[src/mdl_map.svh]
/*
  constants for the multiply/divide/logic decoder slice.
  assumes a 25 MHz core clock; counts are in core clock cycles.
*/
// Operation
// - 1111011w reg 101 is signed multiply, 25-28/34-37/31-34/40-43 cycles
// - 011010s1 is immediate signed multiply; second immediate byte only when s=0
// - 1111011w reg 110 is unsigned divide, 29/38/35/44 cycles
// - 1111011w reg 111 is signed divide, 44-52/53-61/50-58/59-67 cycles
// - 11010100 00001010 is ascii multiply adjust, 19 cycles
// - 11010101 00001010 is ascii divide adjust, 15 cycles
// - 10011000 sign-extends low accumulator byte to word, 2 cycles
// - 10011001 sign-extends accumulator word to double word, 4 cycles
// - modrm bits 5:3 pick rotate/shift kind; 110 undefined
// - and forms 001000dw, 1000000w/100, 0010010w at 3/10, 4/16, 3/4
// - or forms 000010dw, 1000000w/001, 0000110w at 3/10, 4/16, 3/4
// - 1000010w tests register against operand, flags only, 3/10 cycles
// - 1111011w reg 000 with immediate tests, flags only, 4/10 cycles
// - 1010100w tests accumulator with immediate, 3/4; second byte when w=1
// - narrow bus: word operations add 4 cycles per memory transfer; the code adds 4 once, to starred word forms with a memory operand only
`ifndef MDL_MAP_SVH
`define MDL_MAP_SVH
`define MDL_CLK_MHZ        25
`define MDL_WORD_MEM_ADD   8'h04
`define MDL_SMUL_RB        8'h19
`define MDL_SMUL_RW        8'h22
`define MDL_SMUL_MB        8'h1f
`define MDL_SMUL_MW        8'h28
`define MDL_SMUL_SPAN      8'h03
`define MDL_IMMUL_R        8'h16
`define MDL_IMMUL_M        8'h1d
`define MDL_DIV_RB         8'h1d
`define MDL_DIV_RW         8'h26
`define MDL_DIV_MB         8'h23
`define MDL_DIV_MW         8'h2c
`define MDL_SDIV_RB        8'h2c
`define MDL_SDIV_RW        8'h35
`define MDL_SDIV_MB        8'h32
`define MDL_SDIV_MW        8'h3b
`define MDL_SDIV_SPAN      8'h08
`define MDL_MADJ_CYC       8'h13
`define MDL_DADJ_CYC       8'h0f
`define MDL_BEXT_CYC       8'h02
`define MDL_WEXT_CYC       8'h04
`define MDL_SH1_R          8'h02
`define MDL_SH1_M          8'h0f
`define MDL_SHN_R          8'h05
`define MDL_SHN_M          8'h11
`define MDL_LOG_RR         8'h03
`define MDL_LOG_RM         8'h0a
`define MDL_LOG_IR         8'h04
`define MDL_LOG_IM         8'h10
`define MDL_TSTI_M         8'h0a
`define MDL_ACC_B          8'h03
`define MDL_ACC_W          8'h04
`define MDL_ADJ_BASE       8'h0a
`endif

[src/mdl_pkg.sv]
/*
  types for the multiply/divide/logic decoder slice.
  assumes mdl_map.svh holds all numeric constants.
*/
package mdl_pkg;
  typedef enum logic [4:0] {
    MDL_OP_NONE, MDL_OP_SIGNED_MULTIPLY, MDL_OP_SIGNED_IMMEDIATE_MULTIPLY,
    MDL_OP_UNSIGNED_DIVIDE, MDL_OP_SIGNED_DIVIDE, MDL_OP_ASCII_MULTIPLY_ADJUST,
    MDL_OP_ASCII_DIVIDE_ADJUST, MDL_OP_BYTE_TO_WORD_EXTEND, MDL_OP_WORD_TO_DWORD_EXTEND,
    MDL_OP_ROTATE_LEFT, MDL_OP_ROTATE_RIGHT, MDL_OP_ROTATE_LEFT_THROUGH_CARRY,
    MDL_OP_ROTATE_RIGHT_THROUGH_CARRY, MDL_OP_SHIFT_LEFT, MDL_OP_LOGICAL_SHIFT_RIGHT,
    MDL_OP_ARITHMETIC_SHIFT_RIGHT, MDL_OP_AND, MDL_OP_OR, MDL_OP_TEST
  } mdl_op_e;

  typedef enum logic [1:0] {
    MDL_CNT_NONE, MDL_CNT_ONE, MDL_CNT_REG, MDL_CNT_IMM
  } mdl_cnt_e;

  typedef struct packed {
    mdl_op_e    op;
    logic       word;
    logic       mem;
    logic       reg_dest;
    logic       flags_only;
    logic [1:0] imm_bytes;
    mdl_cnt_e   cnt_src;
    logic [7:0] cyc_min;
    logic [7:0] cyc_max;
  } mdl_dec_s;

  typedef struct packed {
    logic [7:0] opcode;
    logic [7:0] modrm;
    logic [7:0] count;
    logic       narrow_bus;
  } mdl_req_s;
endpackage : mdl_pkg

[src/mdl_timer.sv]
/*
  busy-cycle counter: holds the decoded operation for its cycle cost.
  assumes a load pulse only while idle.
*/
`timescale 1ns/1ps
module mdl_timer (
  input  wire logic       ref_clk,
  input  wire logic       sys_rst,
  input  wire logic       load,
  input  wire logic [7:0] cycles,
  output logic            busy,
  output logic            done
);
  logic [7:0] cnt_r;
  logic [7:0] cnt_nxt;
  logic       done_r;
  logic       done_nxt;

  // ---------------------------------------------
  // count down
  // ---------------------------------------------
  always_comb begin
    cnt_nxt  = cnt_r;
    done_nxt = 1'b0;
    if (load && cnt_r == 8'h00) begin
      cnt_nxt = cycles;
    end else if (cnt_r != 8'h00) begin
      cnt_nxt  = cnt_r - 8'h01;
      done_nxt = (cnt_r == 8'h01);
    end
  end

  always_ff @(posedge ref_clk) begin
    if (sys_rst) begin
      cnt_r  <= 8'h00;
      done_r <= 1'b0;
    end else begin
      cnt_r  <= cnt_nxt;
      done_r <= done_nxt;
    end
  end

  assign busy = (cnt_r != 8'h00);
  assign done = done_r;

  property p_busy_len;
    @(posedge ref_clk) disable iff (sys_rst)
      (load && !busy && cycles == 8'h02) |=> busy ##1 busy ##1 !busy;
  endproperty
  a_busy_len: assert property (p_busy_len) else $error("busy length wrong");
endmodule : mdl_timer

[src/mdl_decoder.sv]
/*
  decoder and timing for multiply, divide, adjust, extend, shift/rotate
  and the and/test/or forms.
  assumes the prefetch queue presents one whole instruction (opcode,
  modrm, count/immediate byte) with a one-cycle valid; same clock.
*/
`timescale 1ns/1ps
`include "mdl_map.svh"
module mdl_decoder (
  input  wire logic             ref_clk,
  input  wire logic             sys_rst,
  input  wire logic             req_valid,
  input  wire mdl_pkg::mdl_req_s req,
  input  wire logic [7:0]       count_register_low_byte,
  output logic                  req_ready,
  output mdl_pkg::mdl_dec_s     dec,
  output logic                  dec_valid,
  output logic                  dec_illegal,
  output logic                  exec_busy,
  output logic                  exec_done
);
  mdl_pkg::mdl_dec_s d_c;
  logic              legal_c;
  mdl_pkg::mdl_dec_s dec_r;
  mdl_pkg::mdl_dec_s dec_nxt;
  logic              val_r;
  logic              val_nxt;
  logic              ill_r;
  logic              ill_nxt;
  logic              take;

  // ---------------------------------------------
  // helpers
  // ---------------------------------------------
  function automatic logic [7:0] wadd(input logic [7:0] c, input logic w, input logic m,
                                      input logic nb);
    wadd = (w && m && nb) ? c + `MDL_WORD_MEM_ADD : c;
  endfunction : wadd

  function automatic mdl_pkg::mdl_op_e shop(input logic [2:0] f);
    case (f)
      3'h0:    shop = mdl_pkg::MDL_OP_ROTATE_LEFT;
      3'h1:    shop = mdl_pkg::MDL_OP_ROTATE_RIGHT;
      3'h2:    shop = mdl_pkg::MDL_OP_ROTATE_LEFT_THROUGH_CARRY;
      3'h3:    shop = mdl_pkg::MDL_OP_ROTATE_RIGHT_THROUGH_CARRY;
      3'h4:    shop = mdl_pkg::MDL_OP_SHIFT_LEFT;
      3'h5:    shop = mdl_pkg::MDL_OP_LOGICAL_SHIFT_RIGHT;
      3'h7:    shop = mdl_pkg::MDL_OP_ARITHMETIC_SHIFT_RIGHT;
      default: shop = mdl_pkg::MDL_OP_NONE;
    endcase
  endfunction : shop

  // ---------------------------------------------
  // decode
  // ---------------------------------------------
  always_comb begin
    logic       w;
    logic       m;
    logic       nb;
    logic [2:0] rf;
    logic [7:0] op;
    logic [7:0] n;
    logic       st;
    w  = req.opcode[0];
    m  = (req.modrm[7:6] != 2'h3);
    nb = req.narrow_bus;
    rf = req.modrm[5:3];
    op = req.opcode;
    n  = 8'h00;
    st = 1'b0;
    legal_c = 1'b1;
    d_c = '0;
    d_c.word = w;
    d_c.mem  = m;
    if (op[7:1] == 7'b1111011) begin
      st = 1'b1;
      case (rf)
        3'h5: begin
          d_c.op      = mdl_pkg::MDL_OP_SIGNED_MULTIPLY;
          d_c.cyc_min = m ? (w ? `MDL_SMUL_MW : `MDL_SMUL_MB) : (w ? `MDL_SMUL_RW : `MDL_SMUL_RB);
          d_c.cyc_max = d_c.cyc_min + `MDL_SMUL_SPAN;
        end
        3'h6: begin
          d_c.op      = mdl_pkg::MDL_OP_UNSIGNED_DIVIDE;
          d_c.cyc_min = m ? (w ? `MDL_DIV_MW : `MDL_DIV_MB) : (w ? `MDL_DIV_RW : `MDL_DIV_RB);
          d_c.cyc_max = d_c.cyc_min;
        end
        3'h7: begin
          d_c.op      = mdl_pkg::MDL_OP_SIGNED_DIVIDE;
          d_c.cyc_min = m ? (w ? `MDL_SDIV_MW : `MDL_SDIV_MB) : (w ? `MDL_SDIV_RW : `MDL_SDIV_RB);
          d_c.cyc_max = d_c.cyc_min + `MDL_SDIV_SPAN;
        end
        3'h0: begin
          d_c.op         = mdl_pkg::MDL_OP_TEST;
          d_c.flags_only = 1'b1;
          d_c.imm_bytes  = w ? 2'h2 : 2'h1;
          d_c.cyc_min    = m ? `MDL_TSTI_M : `MDL_LOG_IR;
          d_c.cyc_max    = d_c.cyc_min;
        end
        default: legal_c = 1'b0;
      endcase
    end else if (op[7:2] == 6'b011010 && op[0]) begin
      d_c.op        = mdl_pkg::MDL_OP_SIGNED_IMMEDIATE_MULTIPLY;
      d_c.word      = 1'b1;
      d_c.reg_dest  = 1'b1;
      d_c.imm_bytes = op[1] ? 2'h1 : 2'h2;
      d_c.cyc_min   = m ? `MDL_IMMUL_M : `MDL_IMMUL_R;
      d_c.cyc_max   = d_c.cyc_min + `MDL_SMUL_SPAN;
    end else if ((op == 8'hd4 || op == 8'hd5) && req.modrm == `MDL_ADJ_BASE) begin
      d_c.word    = 1'b0;
      d_c.mem     = 1'b0;
      d_c.op      = op[0] ? mdl_pkg::MDL_OP_ASCII_DIVIDE_ADJUST
                          : mdl_pkg::MDL_OP_ASCII_MULTIPLY_ADJUST;
      d_c.cyc_min = op[0] ? `MDL_DADJ_CYC : `MDL_MADJ_CYC;
      d_c.cyc_max = d_c.cyc_min;
    end else if (op[7:1] == 7'b1001100) begin
      d_c.mem     = 1'b0;
      d_c.op      = op[0] ? mdl_pkg::MDL_OP_WORD_TO_DWORD_EXTEND
                          : mdl_pkg::MDL_OP_BYTE_TO_WORD_EXTEND;
      d_c.word    = op[0];
      d_c.cyc_min = op[0] ? `MDL_WEXT_CYC : `MDL_BEXT_CYC;
      d_c.cyc_max = d_c.cyc_min;
    end else if (op[7:1] == 7'b1101000) begin
      d_c.op      = shop(rf);
      d_c.cnt_src = mdl_pkg::MDL_CNT_ONE;
      d_c.cyc_min = m ? `MDL_SH1_M : `MDL_SH1_R;
      d_c.cyc_max = d_c.cyc_min;
      legal_c     = (rf != 3'h6);
    end else if (op[7:1] == 7'b1101001 || op[7:1] == 7'b1100000) begin
      d_c.op        = shop(rf);
      d_c.cnt_src   = op[4] ? mdl_pkg::MDL_CNT_REG : mdl_pkg::MDL_CNT_IMM;
      d_c.imm_bytes = op[4] ? 2'h0 : 2'h1;
      n             = op[4] ? count_register_low_byte : req.count;
      d_c.cyc_min   = (m ? `MDL_SHN_M : `MDL_SHN_R) + n;
      d_c.cyc_max   = d_c.cyc_min;
      legal_c       = (rf != 3'h6);
    end else if (op[7:2] == 6'b001000 || op[7:2] == 6'b000010) begin
      d_c.op       = op[5] ? mdl_pkg::MDL_OP_AND : mdl_pkg::MDL_OP_OR;
      d_c.reg_dest = op[1];
      st           = 1'b1;
      d_c.cyc_min  = m ? `MDL_LOG_RM : `MDL_LOG_RR;
      d_c.cyc_max  = d_c.cyc_min;
    end else if (op[7:1] == 7'b1000000 && (rf == 3'h4 || rf == 3'h1)) begin
      d_c.op        = rf[2] ? mdl_pkg::MDL_OP_AND : mdl_pkg::MDL_OP_OR;
      st            = 1'b1;
      d_c.imm_bytes = w ? 2'h2 : 2'h1;
      d_c.cyc_min   = m ? `MDL_LOG_IM : `MDL_LOG_IR;
      d_c.cyc_max   = d_c.cyc_min;
    end else if (op[7:1] == 7'b0010010 || op[7:1] == 7'b0000110 || op[7:1] == 7'b1010100) begin
      d_c.op         = (op[7:1] == 7'b1010100) ? mdl_pkg::MDL_OP_TEST
                     : (op[5] ? mdl_pkg::MDL_OP_AND : mdl_pkg::MDL_OP_OR);
      d_c.flags_only = (op[7:1] == 7'b1010100);
      d_c.mem        = 1'b0;
      d_c.imm_bytes  = w ? 2'h2 : 2'h1;
      d_c.cyc_min    = w ? `MDL_ACC_W : `MDL_ACC_B;
      d_c.cyc_max    = d_c.cyc_min;
    end else if (op[7:1] == 7'b1000010) begin
      st             = 1'b1;
      d_c.op         = mdl_pkg::MDL_OP_TEST;
      d_c.flags_only = 1'b1;
      d_c.cyc_min    = m ? `MDL_LOG_RM : `MDL_LOG_RR;
      d_c.cyc_max    = d_c.cyc_min;
    end else begin
      legal_c = 1'b0;
    end
    // starred forms only
    d_c.cyc_min = wadd(d_c.cyc_min, d_c.word, d_c.mem && st, nb);
    d_c.cyc_max = wadd(d_c.cyc_max, d_c.word, d_c.mem && st, nb);
    if (!legal_c) begin
      d_c = '0;
    end
  end

  // ---------------------------------------------
  // result register
  // ---------------------------------------------
  assign req_ready = !exec_busy;
  assign take      = req_valid && req_ready;

  always_comb begin
    dec_nxt = dec_r;
    val_nxt = 1'b0;
    ill_nxt = 1'b0;
    if (take) begin
      dec_nxt = d_c;
      val_nxt = legal_c;
      ill_nxt = !legal_c;
    end
  end

  always_ff @(posedge ref_clk) begin
    if (sys_rst) begin
      dec_r <= '0;
      val_r <= 1'b0;
      ill_r <= 1'b0;
    end else begin
      dec_r <= dec_nxt;
      val_r <= val_nxt;
      ill_r <= ill_nxt;
    end
  end

  assign dec         = dec_r;
  assign dec_valid   = val_r;
  assign dec_illegal = ill_r;

  mdl_timer u_timer (
    .ref_clk (ref_clk),
    .sys_rst (sys_rst),
    .load    (take && legal_c),
    .cycles  (d_c.cyc_max),
    .busy    (exec_busy),
    .done    (exec_done)
  );

  // ---------------------------------------------
  // checks
  // ---------------------------------------------
  property p_div_reg_byte;
    @(posedge ref_clk) disable iff (sys_rst)
      (take && req.opcode == 8'hf6 && req.modrm == 8'hf0) |=> dec.cyc_min == 8'h1d;
  endproperty
  a_div_reg_byte: assert property (p_div_reg_byte) else $error("divide timing wrong");

  property p_smul_span;
    @(posedge ref_clk) disable iff (sys_rst)
      (dec_valid && dec.op == mdl_pkg::MDL_OP_SIGNED_MULTIPLY)
        |-> dec.cyc_max == dec.cyc_min + 8'h03;
  endproperty
  a_smul_span: assert property (p_smul_span) else $error("multiply span wrong");

  property p_sdiv_span;
    @(posedge ref_clk) disable iff (sys_rst)
      (dec_valid && dec.op == mdl_pkg::MDL_OP_SIGNED_DIVIDE)
        |-> dec.cyc_max == dec.cyc_min + 8'h08;
  endproperty
  a_sdiv_span: assert property (p_sdiv_span) else $error("divide span wrong");

  property p_immul_imm;
    @(posedge ref_clk) disable iff (sys_rst)
      (take && req.opcode == 8'h69) |=> dec.imm_bytes == 2'h2 && dec_valid;
  endproperty
  a_immul_imm: assert property (p_immul_imm) else $error("imm count wrong");

  property p_mul_adjust;
    @(posedge ref_clk) disable iff (sys_rst)
      (take && req.opcode == 8'hd4 && req.modrm == 8'h0a)
        |=> dec.cyc_min == 8'h13 ##19 !exec_busy;
  endproperty
  a_mul_adjust: assert property (p_mul_adjust) else $error("adjust timing wrong");

  property p_div_adjust;
    @(posedge ref_clk) disable iff (sys_rst)
      (take && req.opcode == 8'hd5 && req.modrm == 8'h0a) |=> dec.cyc_min == 8'h0f;
  endproperty
  a_div_adjust: assert property (p_div_adjust) else $error("adjust timing wrong");

  property p_byte_ext;
    @(posedge ref_clk) disable iff (sys_rst)
      (take && req.opcode == 8'h98) |=> exec_busy ##1 exec_busy ##1 !exec_busy;
  endproperty
  a_byte_ext: assert property (p_byte_ext) else $error("extend timing wrong");

  property p_word_ext;
    @(posedge ref_clk) disable iff (sys_rst)
      (take && req.opcode == 8'h99) |=> dec.cyc_min == 8'h04;
  endproperty
  a_word_ext: assert property (p_word_ext) else $error("extend timing wrong");

  property p_test_flags;
    @(posedge ref_clk) disable iff (sys_rst)
      (dec_valid && dec.op == mdl_pkg::MDL_OP_TEST) |-> dec.flags_only;
  endproperty
  a_test_flags: assert property (p_test_flags) else $error("test writes result");

  property p_narrow;
    @(posedge ref_clk) disable iff (sys_rst)
      (take && req.narrow_bus && req.opcode == 8'h21 && req.modrm[7:6] == 2'h0)
        |=> dec.cyc_min == 8'h0e;
  endproperty
  a_narrow: assert property (p_narrow) else $error("narrow bus add wrong");
endmodule : mdl_decoder

[config.mk]
export PLATFORM = sky130hd
export DESIGN_NAME = mdl_decoder
export DESIGN_NICKNAME = d
export VERILOG_FILES = /design/src/mdl_pkg.sv /design/src/mdl_timer.sv /design/src/mdl_decoder.sv
export VERILOG_INCLUDE_DIRS = /design/src
export SDC_FILE = /design/constraint.sdc
export NUM_CORES = 1
export LEC_CHECK = 0
export BUFFER_PORTS_ARGS = -buffer_cell sky130_fd_sc_hd__buf_4
export CAP_MARGIN = 5
export CORE_UTILIZATION = 45
export DETAILED_ROUTE_END_ITERATION = 10
export PLACE_DENSITY = 0.67
export SETUP_SLACK_MARGIN = 0.05
export SYNTH_ARGS = -nofsm -noshare
export SYNTH_HDL_FRONTEND = slang
export SYNTH_HIERARCHICAL = 1
export SYNTH_SLANG_ARGS = --single-unit
export TNS_END_PERCENT = 50
[constraint.sdc]
create_clock -name ref_clk -period 4.65 [get_ports ref_clk]
set_clock_uncertainty 0.1 [all_clocks]
set_input_delay 0.2325 -clock ref_clk [delete_from_list [all_inputs] [get_ports ref_clk]]
set_output_delay 0.2325 -clock ref_clk [all_outputs]
set_load 0.01 [all_outputs]
==> impl_metrics.json, run 1 <==
{
  "status": "finished, final reports clean",
  "multi_input_area_um2": 2502,
  "rsz0062_at_grt": "no",
  "worstMarginPinSlew_ns": 1.076,
  "synth_compound_area_frac": 0.2949,
  "rrSetupSlack_ns": 1.33,
  "clkLatencyLatePin_ns": 0.31,
  "fmax_mhz": 294.9,
  "overflow": 0,
  "antenna_cells": 0,
  "setup_tns_ns": 0,
  "fin_crit_sh": 0.7293,
  "syn_area_um2": 3526,
  "viasPerCell": 6.036,
  "hold_path.class": "primary input to flop",
  "synthMuxAreaShare": 0.02697,
  "yosysSeqAreaShare": 0.2271,
  "worst_path_largest_cell_delay_ns": 0.43,
  "area_growth_pct": 17.28,
  "vias": 3525,
  "synth_top_family_by_area": "compound AO/OA/AOI/OAI gates",
  "cts.path.max_buffers": 2,
  "cts_tree": "built",
  "antenna_found_initial": 0,
  "fin_ws_ns": 1.259,
  "critPathRequiredTime_ns": 4.73,
  "slew_viol_final": 0,
  "row_count": 31,
  "synthArstFlopShare": 0,
  "setup_viol": 0,
  "numPortBuffers": 69,
  "synth_cells": 433,
  "worstSetupStartpointType": "primary input",
  "place.gp.congestion": 1.018,
  "synth_commonest_cells": "nand2_1 (47), dfxtp_1 (40), nor2_1 (34)",
  "synth.most_common_cell": "nand2_1",
  "ctsResizeCount": 0,
  "yosys_warnings": 6,
  "avgRoutedWirePerCell_um": 17.73,
  "fill_cells": 688,
  "end_kind": "flop",
  "drt_iter0_drc": 213,
  "drc": 0,
  "postCtsSetupRepairBufs": 0,
  "ant_nets": 0,
  "synth-adder-area-share": 0.05323,
  "io_pins": 70,
  "drt_wl_total_mm": 10.36,
  "grt.total_usage": 0.2585,
  "path_clk_slew_ns": 0.09,
  "hold_buffers": 0,
  "power.density_nw_per_um2": 298.7,
  "syn_area_per_cell_um2": 8.143,
  "yosys.area_share.xor_xnor": 0.04471,
  "synth_top_cell_by_area": "dfxtp_1",
  "power.leakage_uw": 0.001633,
  "regArea_um2": 800.8,
  "drive_gt1_frac": 0.2680,
  "fin_crit_ns": 3.391,
  "critPathBufInv": 3,
  "ir_drop_mv": 0.1524,
  "timing_worst_setup_path_type": "primary input to flop",
  "cts.sinks": 40,
  "path_max_fanout": 13,
  "slowest_stage": "ha_1",
  "synth_seq_cells": 40,
  "clock-root-buffer": "clkbuf_8",
  "dp_hpwl_mm": 7.912,
  "dr.pass1.iters": 5,
  "synth_edf_count": 0,
  "initial_core_util": 0.4759,
  "core_um2": 7408,
  "fp.dieW_um": 90.52,
  "nNetsFinal": 535,
  "dieArea_um2": 8193,
  "path_cells": "buf_4 > nand2_1 > inv_1 > ha_1 > xor2_1 > a22oi_1 > o22ai_1 > a211oi_2 > inv_1 > ha_1 > and2_1 > a311oi_1 > nor2_1 > nand2_1 > a221oi_2",
  "place_ws_ns": 0.9880,
  "htreeDepth": 2,
  "drv_cap": 0,
  "grt_pass1_vias": 3271,
  "synth_top_area_frac": 0.2271,
  "synth-main-ff-cell": "dfxtp_1",
  "grt_pass1_wl_mm": 17.04,
  "yosysUniqueCellTypes": 83,
  "relSlewSlack": 0.2798,
  "hold_viol": 0,
  "synth_simple_gate_area_share": 0.2899,
  "critPathTopFamily": "compound AO/OA/AOI/OAI gates",
  "cts_buffers": 5,
  "die_h_um": 90.52,
  "synth_nets": 484,
  "grt_max_degree": 25,
  "arrival_ns": 3.47,
  "synth.area.top_cells": "dfxtp_1 (23%), ha_1 (5.3%), nand2_1 (5.0%)"
}
per-layer routing:
metal	up-vias	global-route usage	wire length, um
met4	0	0.09812	272
li1	1715	-	-
met5	-	0	0
met2	137	0.3933	4513
met3	23	0.04882	646
met1	1650	0.3589	4923
final cells by class:
class,count,share of cell area
Clock inverter,3,0.01120
Timing Repair Buffer,71,0.1289
Sequential cell,40,0.1936
Inverter,16,0.01452
Clock buffer,5,0.01664
Tap cell,99,0.02995
Multi-Input combinational cell,350,0.6051
layout by cell type, fill, tap and decap left out, types with 4 or more instances in the layout:
cell      synthesis  layout
nand3_1          10      10
mux2i_1           5       5
nand3_2           4       4
nor2_1           34      34
nor4b_1           5       5
a211oi_1          6       6
a21oi_1          22      22
a21o_1            4       4
a311oi_1          4       4
nand2b_1         12      12
and3_1            4       4
xor2_1            4       4
o21ai_0          23      23
nand4_1           4       4
inv_1            14      14
nor2b_1           6       6
nand2_1          47      47
xnor2_1          14      14
nand3b_1          4       4
clkbuf_8          0       5
a221oi_1          4       4
o21ai_2           9       9
nor3_1           10      10
buf_4             4      71
a21boi_0          4       4
dfxtp_1          40      40
or3_1             6       6
o31ai_1           4       4
mux2_2            4       4
ha_1             15      15
o22ai_1           6       6
worst register-to-register path: cells and delay by family (launching register included):
family	cells	cell delay (ns)
buffers and inverters	4	0.52
flip-flops	1	0.39
AND/OR/NAND/NOR	4	1.86
adder cells (fa/ha/maj)	1	0.22
AO/OA/AOI/OAI	1	0.18
through the flow:
| step | std cells | total power (uW) | utilization | hold WS [ns] | cell area (um^2) |
|---|---|---|---|---|---|
| floorplan | 433 | 807.7 | - | 0.2046 | 3526 |
| global placement | 576 | 935.6 | 0.5426 | 0.3386 | 4020 |
| detailed placement | 576 | 941.8 | 0.5426 | 0.3421 | 4020 |
| CTS | 584 | 1236 | 0.5582 | 0.1801 | 4135 |
| global route | 584 | 1317 | 0.5582 | 0.1986 | 4135 |
| finish | 584 | 1235 | 0.5582 | 0.1785 | 4135 |
sequential cells by signal, summed over array words and instances (netlist names):
| name | cells |
|---|---|
| u_timer/done | 1 |
| u_timer/cnt_r | 8 |
| dec_valid | 1 |
| dec_illegal | 1 |
| dec | 29 |
power breakdown:
part           switching, uW  internal, uW  total, uW
clock                    132           162        294
combinational            286           219        504
sequential              52.7           384        437
cell families after synthesis:
| logic type | count (synthesis) |
|---|---|
| compound gates | 133 |
| fa+ha+maj | 15 |
| mux | 9 |
| xor+xnor | 18 |
| simple gates | 175 |
| buf+inv | 43 |
| flops | 40 |
final timing paths:
| check | startpoint | endpoint | cells past startpoint |
|---|---|---|---|
| max | req[15] | u_timer/cnt_r[6] | 15 |
| min | sys_rst | dec[23] | 2 |
| max reg2reg | u_timer/cnt_r[0] | dec[27] | 10 |
| min reg2reg | dec[5] | dec[5] | 2 |
Power figures use the tool's default switching activity.
==> inputs of run 2 (changes only) <==
--- a/config.mk
+++ b/config.mk
@@ -6,11 +6,12 @@
 export SDC_FILE = /design/constraint.sdc
 export NUM_CORES = 1
 export LEC_CHECK = 0
+export ABC_AREA = 1
 export BUFFER_PORTS_ARGS = -buffer_cell sky130_fd_sc_hd__buf_4
 export CAP_MARGIN = 5
 export CORE_UTILIZATION = 45
 export DETAILED_ROUTE_END_ITERATION = 10
-export PLACE_DENSITY = 0.67
+export PLACE_DENSITY = 0.7
 export SETUP_SLACK_MARGIN = 0.05
 export SYNTH_ARGS = -nofsm -noshare
 export SYNTH_HDL_FRONTEND = slang
==> constraint.sdc (replaced) <==
create_clock -name ref_clk -period 3 [get_ports ref_clk]
set_clock_uncertainty 0.1 [all_clocks]
set_input_delay 0.15 -clock ref_clk [delete_from_list [all_inputs] [get_ports ref_clk]]
set_output_delay 0.15 -clock ref_clk [all_outputs]
set_load 0.01 [all_outputs]
==> run 2 against run 1 <==
  * Non-clock buffer count rose by 9
  * First-iteration DRC count fell by 14%
  * Via count rose by 12%
  * Wire length rose by 0.21%
  * Worst hold slack got worse by 0.085 ns
  * Total power rose by 51%
  * Sequential power rose by 47%
  * Combinational power rose by 50%
  * Critical endpoint is now dec[12]
  * Largest cell class unchanged
  * Largest power group unchanged
==> impl_metrics.json, run 2 <==
{
  "status": "finished, final reports clean",
  "slew_viol_final": 0,
  "yosys_warnings": 6,
  "power.density_nw_per_um2": 444.5,
  "avgRoutedWirePerCell_um": 14.02,
  "dieArea_um2": 7912,
  "area_growth_pct": 23.24,
  "reg2reg_from": "u_timer/cnt_r[0]",
  "setup_tns_ns": 0,
  "cts.path.max_buffers": 2,
  "yosysUniqueCellTypes": 39,
  "path_clk_slew_ns": 0.08,
  "ant_nets": 0,
  "clkLatencyLatePin_ns": 0.30,
  "crit_path_frequent_cell": "inv_1",
  "yosysSeqAreaShare": 0.2354,
  "final_core_util": 0.5750,
  "synth_top_area_frac": 0.2354,
  "ctsResizeCount": 0,
  "hold_buffers": 0,
  "hold_end": "u_timer/cnt_r[4]",
  "syn_area_per_cell_um2": 6.032,
  "synth.area.top_cells": "dfxtp_1 (24%), nand2_1 (18%), nand3_1 (8.4%)",
  "synth_top_cell_by_area": "dfxtp_1",
  "final_common_cell": "nand2_1",
  "hold_path.class": "primary input to flop",
  "synth-main-ff-cell": "dfxtp_1",
  "nNetsFinal": 691,
  "critPathRequiredTime_ns": 3.12,
  "drt_wl_total_mm": 10.38,
  "cts.sinks": 40,
  "worst_r2r_endpoint": "dec[12]",
  "fmax_mhz": 399.2,
  "syn_area_um2": 3402,
  "clock-root-buffer": "clkbuf_8",
  "layout_common_cells": "nand2_1 (160), buf_4 (80), inv_1 (62)",
  "path_cells": "inv_1 > ha_1 > nand2_2 > nor2_4 > inv_1 > inv_1 > nand2_1 > inv_1 > nand2_1 > nor2_2 > inv_1 > o21ai_0",
  "fp.dieW_um": 88.95,
  "drc": 0,
  "vias": 3942,
  "synth_edf_count": 0,
  "ir_drop_mv": 0.2447,
  "numPortBuffers": 69,
  "rsz0062_at_grt": "no",
  "dp_hpwl_mm": 8.339,
  "worst_r2r_path_depth": 12,
  "postCtsSetupRepairBufs": 0,
  "worstMarginPinSlew_ns": 0.4245,
  "synth_cells": 564,
  "fin_crit_ns": 2.505,
  "worstSetupStartpointType": "flop",
  "drive_gt1_frac": 0.2044,
  "dr.pass1.iters": 5,
  "min_from": "sys_rst",
  "die_h_um": 88.95,
  "antenna_cells": 0,
  "whs_path_depth": 2,
  "setup_viol": 0,
  "antenna_found_initial": 0,
  "relSlewSlack": 0.7160,
  "core_um2": 7292,
  "arrival_ns": 2.63,
  "grt_max_degree": 22,
  "rrSetupSlack_ns": 0.50,
  "place.gp.congestion": 1.001,
  "cts_tree": "built",
  "hold_viol": 0,
  "path_max_fanout": 13,
  "synth_commonest_cells": "nand2_1 (160), inv_1 (62), nand3_1 (57)",
  "synth.most_common_cell": "nand2_1",
  "htreeDepth": 2,
  "io_pins": 70,
  "drv_cap": 0,
  "power.leakage_uw": 0.002158,
  "viasPerCell": 5.327,
  "largest_register_ffs": 29,
  "overflow": 0,
  "end_kind": "flop",
  "grt.total_usage": 0.2726,
  "cts_buffers": 5,
  "grt_pass1_vias": 3554,
  "timing_worst_setup_path_type": "flop to flop",
  "synth_seq_cells": 40,
  "fin_crit_sh": 0.8350,
  "drt_iter0_drc": 183,
  "slowest_stage": "dfxtp_1",
  "grt_pass1_wl_mm": 16.57,
  "initial_core_util": 0.4665,
  "synthArstFlopShare": 0,
  "worst_path_largest_cell_delay_ns": 0.35,
  "synth_nets": 615,
  "row_count": 31
}
[run 2: changes by cell type after synthesis, sizes merged, moves of 13 or more]
cell    before  now
nand3       14   60
buf         19    4
inv         16   74
nand2       49  169
xnor2       14    0
nand2b      13    0
nor2        34   61
[run 2: final cells by class]
type                       instances  area [um^2]
sequential                        40        800.8
clock buffer                       6        82.58
clock inverter                     2        38.79
tap                               99        123.9
fill                             766         3099
inverter                          76        285.3
timing repair buffer              80        600.6
multi-input combinational        437         2261
[run 2: power by group]
group	leakage [uW]	internal (uW)	switching, uW
Clock	0.0000614	272	195
Combinational	0.00177	285	470
Sequential	0.000325	596	45.7
[run 2: critical path, delay by kind of cell, from the launching register on]
kind	cells	cell delay, ns
flops	1	0.35
fa+ha+maj	1	0.20
buf+inv	5	0.74
compound gates	1	0.15
simple gates	5	0.90
[run 2: how the worst max path moves through the flow]
stage                            end  slack, ns             start  cells after the start
global placement    u_timer/cnt_r[3]       0.39           req[21]                     23
CTS                          dec[12]       0.53  u_timer/cnt_r[0]                     12
global route                 dec[12]       0.29  u_timer/cnt_r[0]                     12
detailed placement  u_timer/cnt_r[3]       0.34           req[21]                     23
floorplan           u_timer/cnt_r[3]       0.34           req[15]                     21
finish                       dec[12]       0.50  u_timer/cnt_r[0]                     12
[run 2: logic make-up (layout without fill, tap and decap cells)]
group,Yosys count,after routing,share of synthesized area
compound gates,92,92,0.1548
xor+xnor,4,4,0.01030
fa+ha+maj,15,15,0.05517
flops,40,40,0.2354
buf+inv,87,164,0.1000
simple gates,324,324,0.4384
mux,2,2,0.005885
[run 2: metrics by stage]
step	area [um^2]	setup slack (ns)	cells	total power (uW)	hold WS (ns)
finish	4193	0.4951	740	1864	0.09362
global route	4193	0.2858	740	1995	0.09398
detailed placement	4071	0.3355	732	1402	0.3552
floorplan	3402	0.3446	564	1179	0.1191
CTS	4193	0.5282	740	1867	0.09585
global placement	4071	0.3918	732	1391	0.3553
[run 2: per-layer routing]
| metal | GRT usage | vias up | share of wire |
|---|---|---|---|
| li1 | - | 1999 | - |
| met3 | 0.03601 | 19 | 0.055 |
| met5 | 0 | - | 0 |
| met1 | 0.3558 | 1800 | 0.46 |
| met2 | 0.4678 | 124 | 0.47 |
| met4 | 0.08658 | 0 | 0.020 |
==> inputs of run 3 (changes only) <==
--- a/config.mk
+++ b/config.mk
@@ -11,7 +11,7 @@
 export CAP_MARGIN = 5
 export CORE_UTILIZATION = 45
 export DETAILED_ROUTE_END_ITERATION = 10
-export PLACE_DENSITY = 0.7
+export PLACE_DENSITY = 0.68
 export SETUP_SLACK_MARGIN = 0.05
 export SYNTH_ARGS = -nofsm -noshare
 export SYNTH_HDL_FRONTEND = slang
==> constraint.sdc (replaced) <==
create_clock -name ref_clk -period 2.4 [get_ports ref_clk]
set_clock_uncertainty 0.1 [all_clocks]
set_input_delay 0.12 -clock ref_clk [delete_from_list [all_inputs] [get_ports ref_clk]]
set_output_delay 0.12 -clock ref_clk [all_outputs]
set_load 0.01 [all_outputs]
==> run 3 against run 2 <==
  * Critical path depth up 9
  * Critical endpoint is now u_timer/cnt_r[3]
  * Non-clock buffer count grew 65
  * Combinational power is 36% higher
  * Design area up 12%
  * Core utilization up 7.0 points
  * Global-route usage grew 1.8 points
  * Clock-buffer cell count unchanged
  * Sequential share of layout area shrank 2.1 points
  * Highest routed layer unchanged
  * Worst hold slack lost 0.035 ns
  * Die area unchanged
  * Largest cell class unchanged
==> impl_metrics.json, run 3 (synthesized netlist as in run 2, its figures left out) <==
{
  "status": "finished, final reports clean",
  "p_sw_uw": 912.5,
  "drive_gt1_frac": 0.2847,
  "critical_path.startpoint": "req[20]",
  "cts_tree": "built",
  "path_cells": "buf_4 > inv_1 > nand2_2 > nor3_1 > nand3_1 > nor2_2 > nor2_1 > nand2_1 > inv_1 > nand2_1 > nand2_1 > nand2_1 > nand2_2 > ha_1 > or2_1 > o211ai_2 > inv_1 > nand2_1 > nand2_1 > nand2_1 > a31oi_1",
  "area_growth_pct": 38.32,
  "power.leakage_uw": 0.002479,
  "overflow": 0,
  "hold_end": "u_timer/cnt_r[2]",
  "fin_crit_ns": 2.172,
  "worstMarginPinSlew_ns": 0.4104,
  "drt_wl_total_mm": 11.06,
  "drv_cap": 0,
  "cts_buffers": 5,
  "numPortBuffers": 69,
  "row_count": 31,
  "largest_register_ffs": 29,
  "grt_max_degree": 22,
  "reg2reg_from": "u_timer/cnt_r[0]",
  "grt.total_usage": 0.2907,
  "clockPowerShare": 0.242,
  "relSlewSlack": 0.7235,
  "cts.sinks": 40,
  "ctsResizeCount": 0,
  "drc": 0,
  "viasPerCell": 5.186,
  "worst_r2r_path_depth": 11,
  "crit_path_frequent_cell": "nand2_1",
  "path_clk_slew_ns": 0.08,
  "rrSetupSlack_ns": 0.35,
  "clkLatencyLatePin_ns": 0.29,
  "hold_buffers": 0,
  "nNetsFinal": 756,
  "hold_path.class": "primary input to flop",
  "dr.pass1.iters": 5,
  "postCtsSetupRepairBufs": 0,
  "rsz0062_at_grt": "yes",
  "fmax_mhz": 460.4,
  "hold_viol": 0,
  "switching_share": 0.3779,
  "clock-root-buffer": "clkbuf_8",
  "place.gp.congestion": 0.9238,
  "arrival_ns": 2.25,
  "dieArea_um2": 7912,
  "final_common_cell": "nand2_1",
  "fin_ws_ns": 0.2278,
  "io_pins": 70,
  "setup_viol": 0,
  "initial_core_util": 0.4665,
  "path_max_fanout": 4,
  "fill_cells": 741,
  "power.density_nw_per_um2": 513.2,
  "worst_path_largest_cell_delay_ns": 0.28,
  "slowest_stage": "ha_1",
  "drt_iter0_drc": 137,
  "grt_pass1_vias": 3811,
  "layout_common_cells": "nand2_1 (158), buf_4 (145), inv_1 (62)",
  "grt_pass1_wl_mm": 17.56,
  "worstSetupStartpointType": "primary input",
  "place_ws_ns": -0.08724,
  "critPathRequiredTime_ns": 2.48,
  "fin_crit_sh": 0.9051,
  "htreeDepth": 2,
  "worst_r2r_endpoint": "dec[22]",
  "slew_viol_final": 0,
  "seqPwrFrac": 0.333,
  "vias": 4175,
  "intPower_uw": 1502,
  "ir_drop_mv": 0.2447,
  "avgRoutedWirePerCell_um": 13.74,
  "fp.dieW_um": 88.95,
  "timing_worst_setup_path_type": "primary input to flop",
  "whs_path_depth": 2,
  "antenna_cells": 0,
  "die_h_um": 88.95,
  "final_core_util": 0.6453,
  "combinationalPowerShare": 0.425,
  "core_um2": 7292,
  "cts.path.max_buffers": 2,
  "dp_hpwl_mm": 9.189,
  "end_kind": "flop",
  "min_from": "sys_rst",
  "ant_nets": 0,
  "antenna_found_initial": 0
}
[run 3: worst max-delay path by stage]
stage | to | depth (start not counted) | slack (ns)
detailed placement | u_timer/cnt_r[3] | 23 | -0.09
CTS | u_timer/cnt_r[3] | 23 | 0.23
floorplan | u_timer/cnt_r[3] | 22 | 0.1
finish | u_timer/cnt_r[3] | 21 | 0.23
global route | u_timer/cnt_r[3] | 23 | 0.02
global placement | u_timer/cnt_r[3] | 23 | -0.03
[run 3: metal layers]
metal  track usage  up-vias  wire [um]
met5             0        -          0
met4       0.09235        0        205
met3       0.03970       18        536
met2        0.5091      129       5346
met1        0.3704     1892       4969
li1              -     2136          -
[run 3: per-stage QoR]
step	TNS, ns	hold slack (ns)	power [uW]	instances	area [um^2]
final	0	0.05884	2415	805	4706
after global routing	0	0.06787	2603	805	4706
after global placement	-0.04626	0.3534	1811	797	4572
after detailed placement	-0.1224	0.3573	1836	797	4572
after floorplan	0	0.08907	1475	564	3415
after CTS	0	0.05770	2420	805	4693
[run 3: final cells by class]
class / instances / area (um^2) / share of cell area
Clock inverter: 2 / 38.79 / 0.008242
Clock buffer: 6 / 82.58 / 0.01755
Sequential cell: 40 / 800.8 / 0.1702
Tap cell: 99 / 123.9 / 0.02632
Multi-Input combinational cell: 437 / 2281 / 0.4847
Inverter: 76 / 290.3 / 0.06169
Timing Repair Buffer: 145 / 1089 / 0.2313
[run 3: worst max-delay path, delay by kind of cell]
| family | cells | cell delay [ns] |
|---|---|---|
| AO/OA/AOI/OAI | 2 | 0.12 |
| adder cells (fa/ha/maj) | 1 | 0.28 |
| buffers and inverters | 4 | 0.32 |
| AND/OR/NAND/NOR | 14 | 1.41 |
[run 3: power by group through the flow]
stage	combinational (uW)	sequential [uW]	clock, uW
after global placement	995	816	0
after global routing	1160	814	627
final	1030	804	584
after floorplan	654	821	0
after CTS	1020	804	594
after detailed placement	1020	819	0
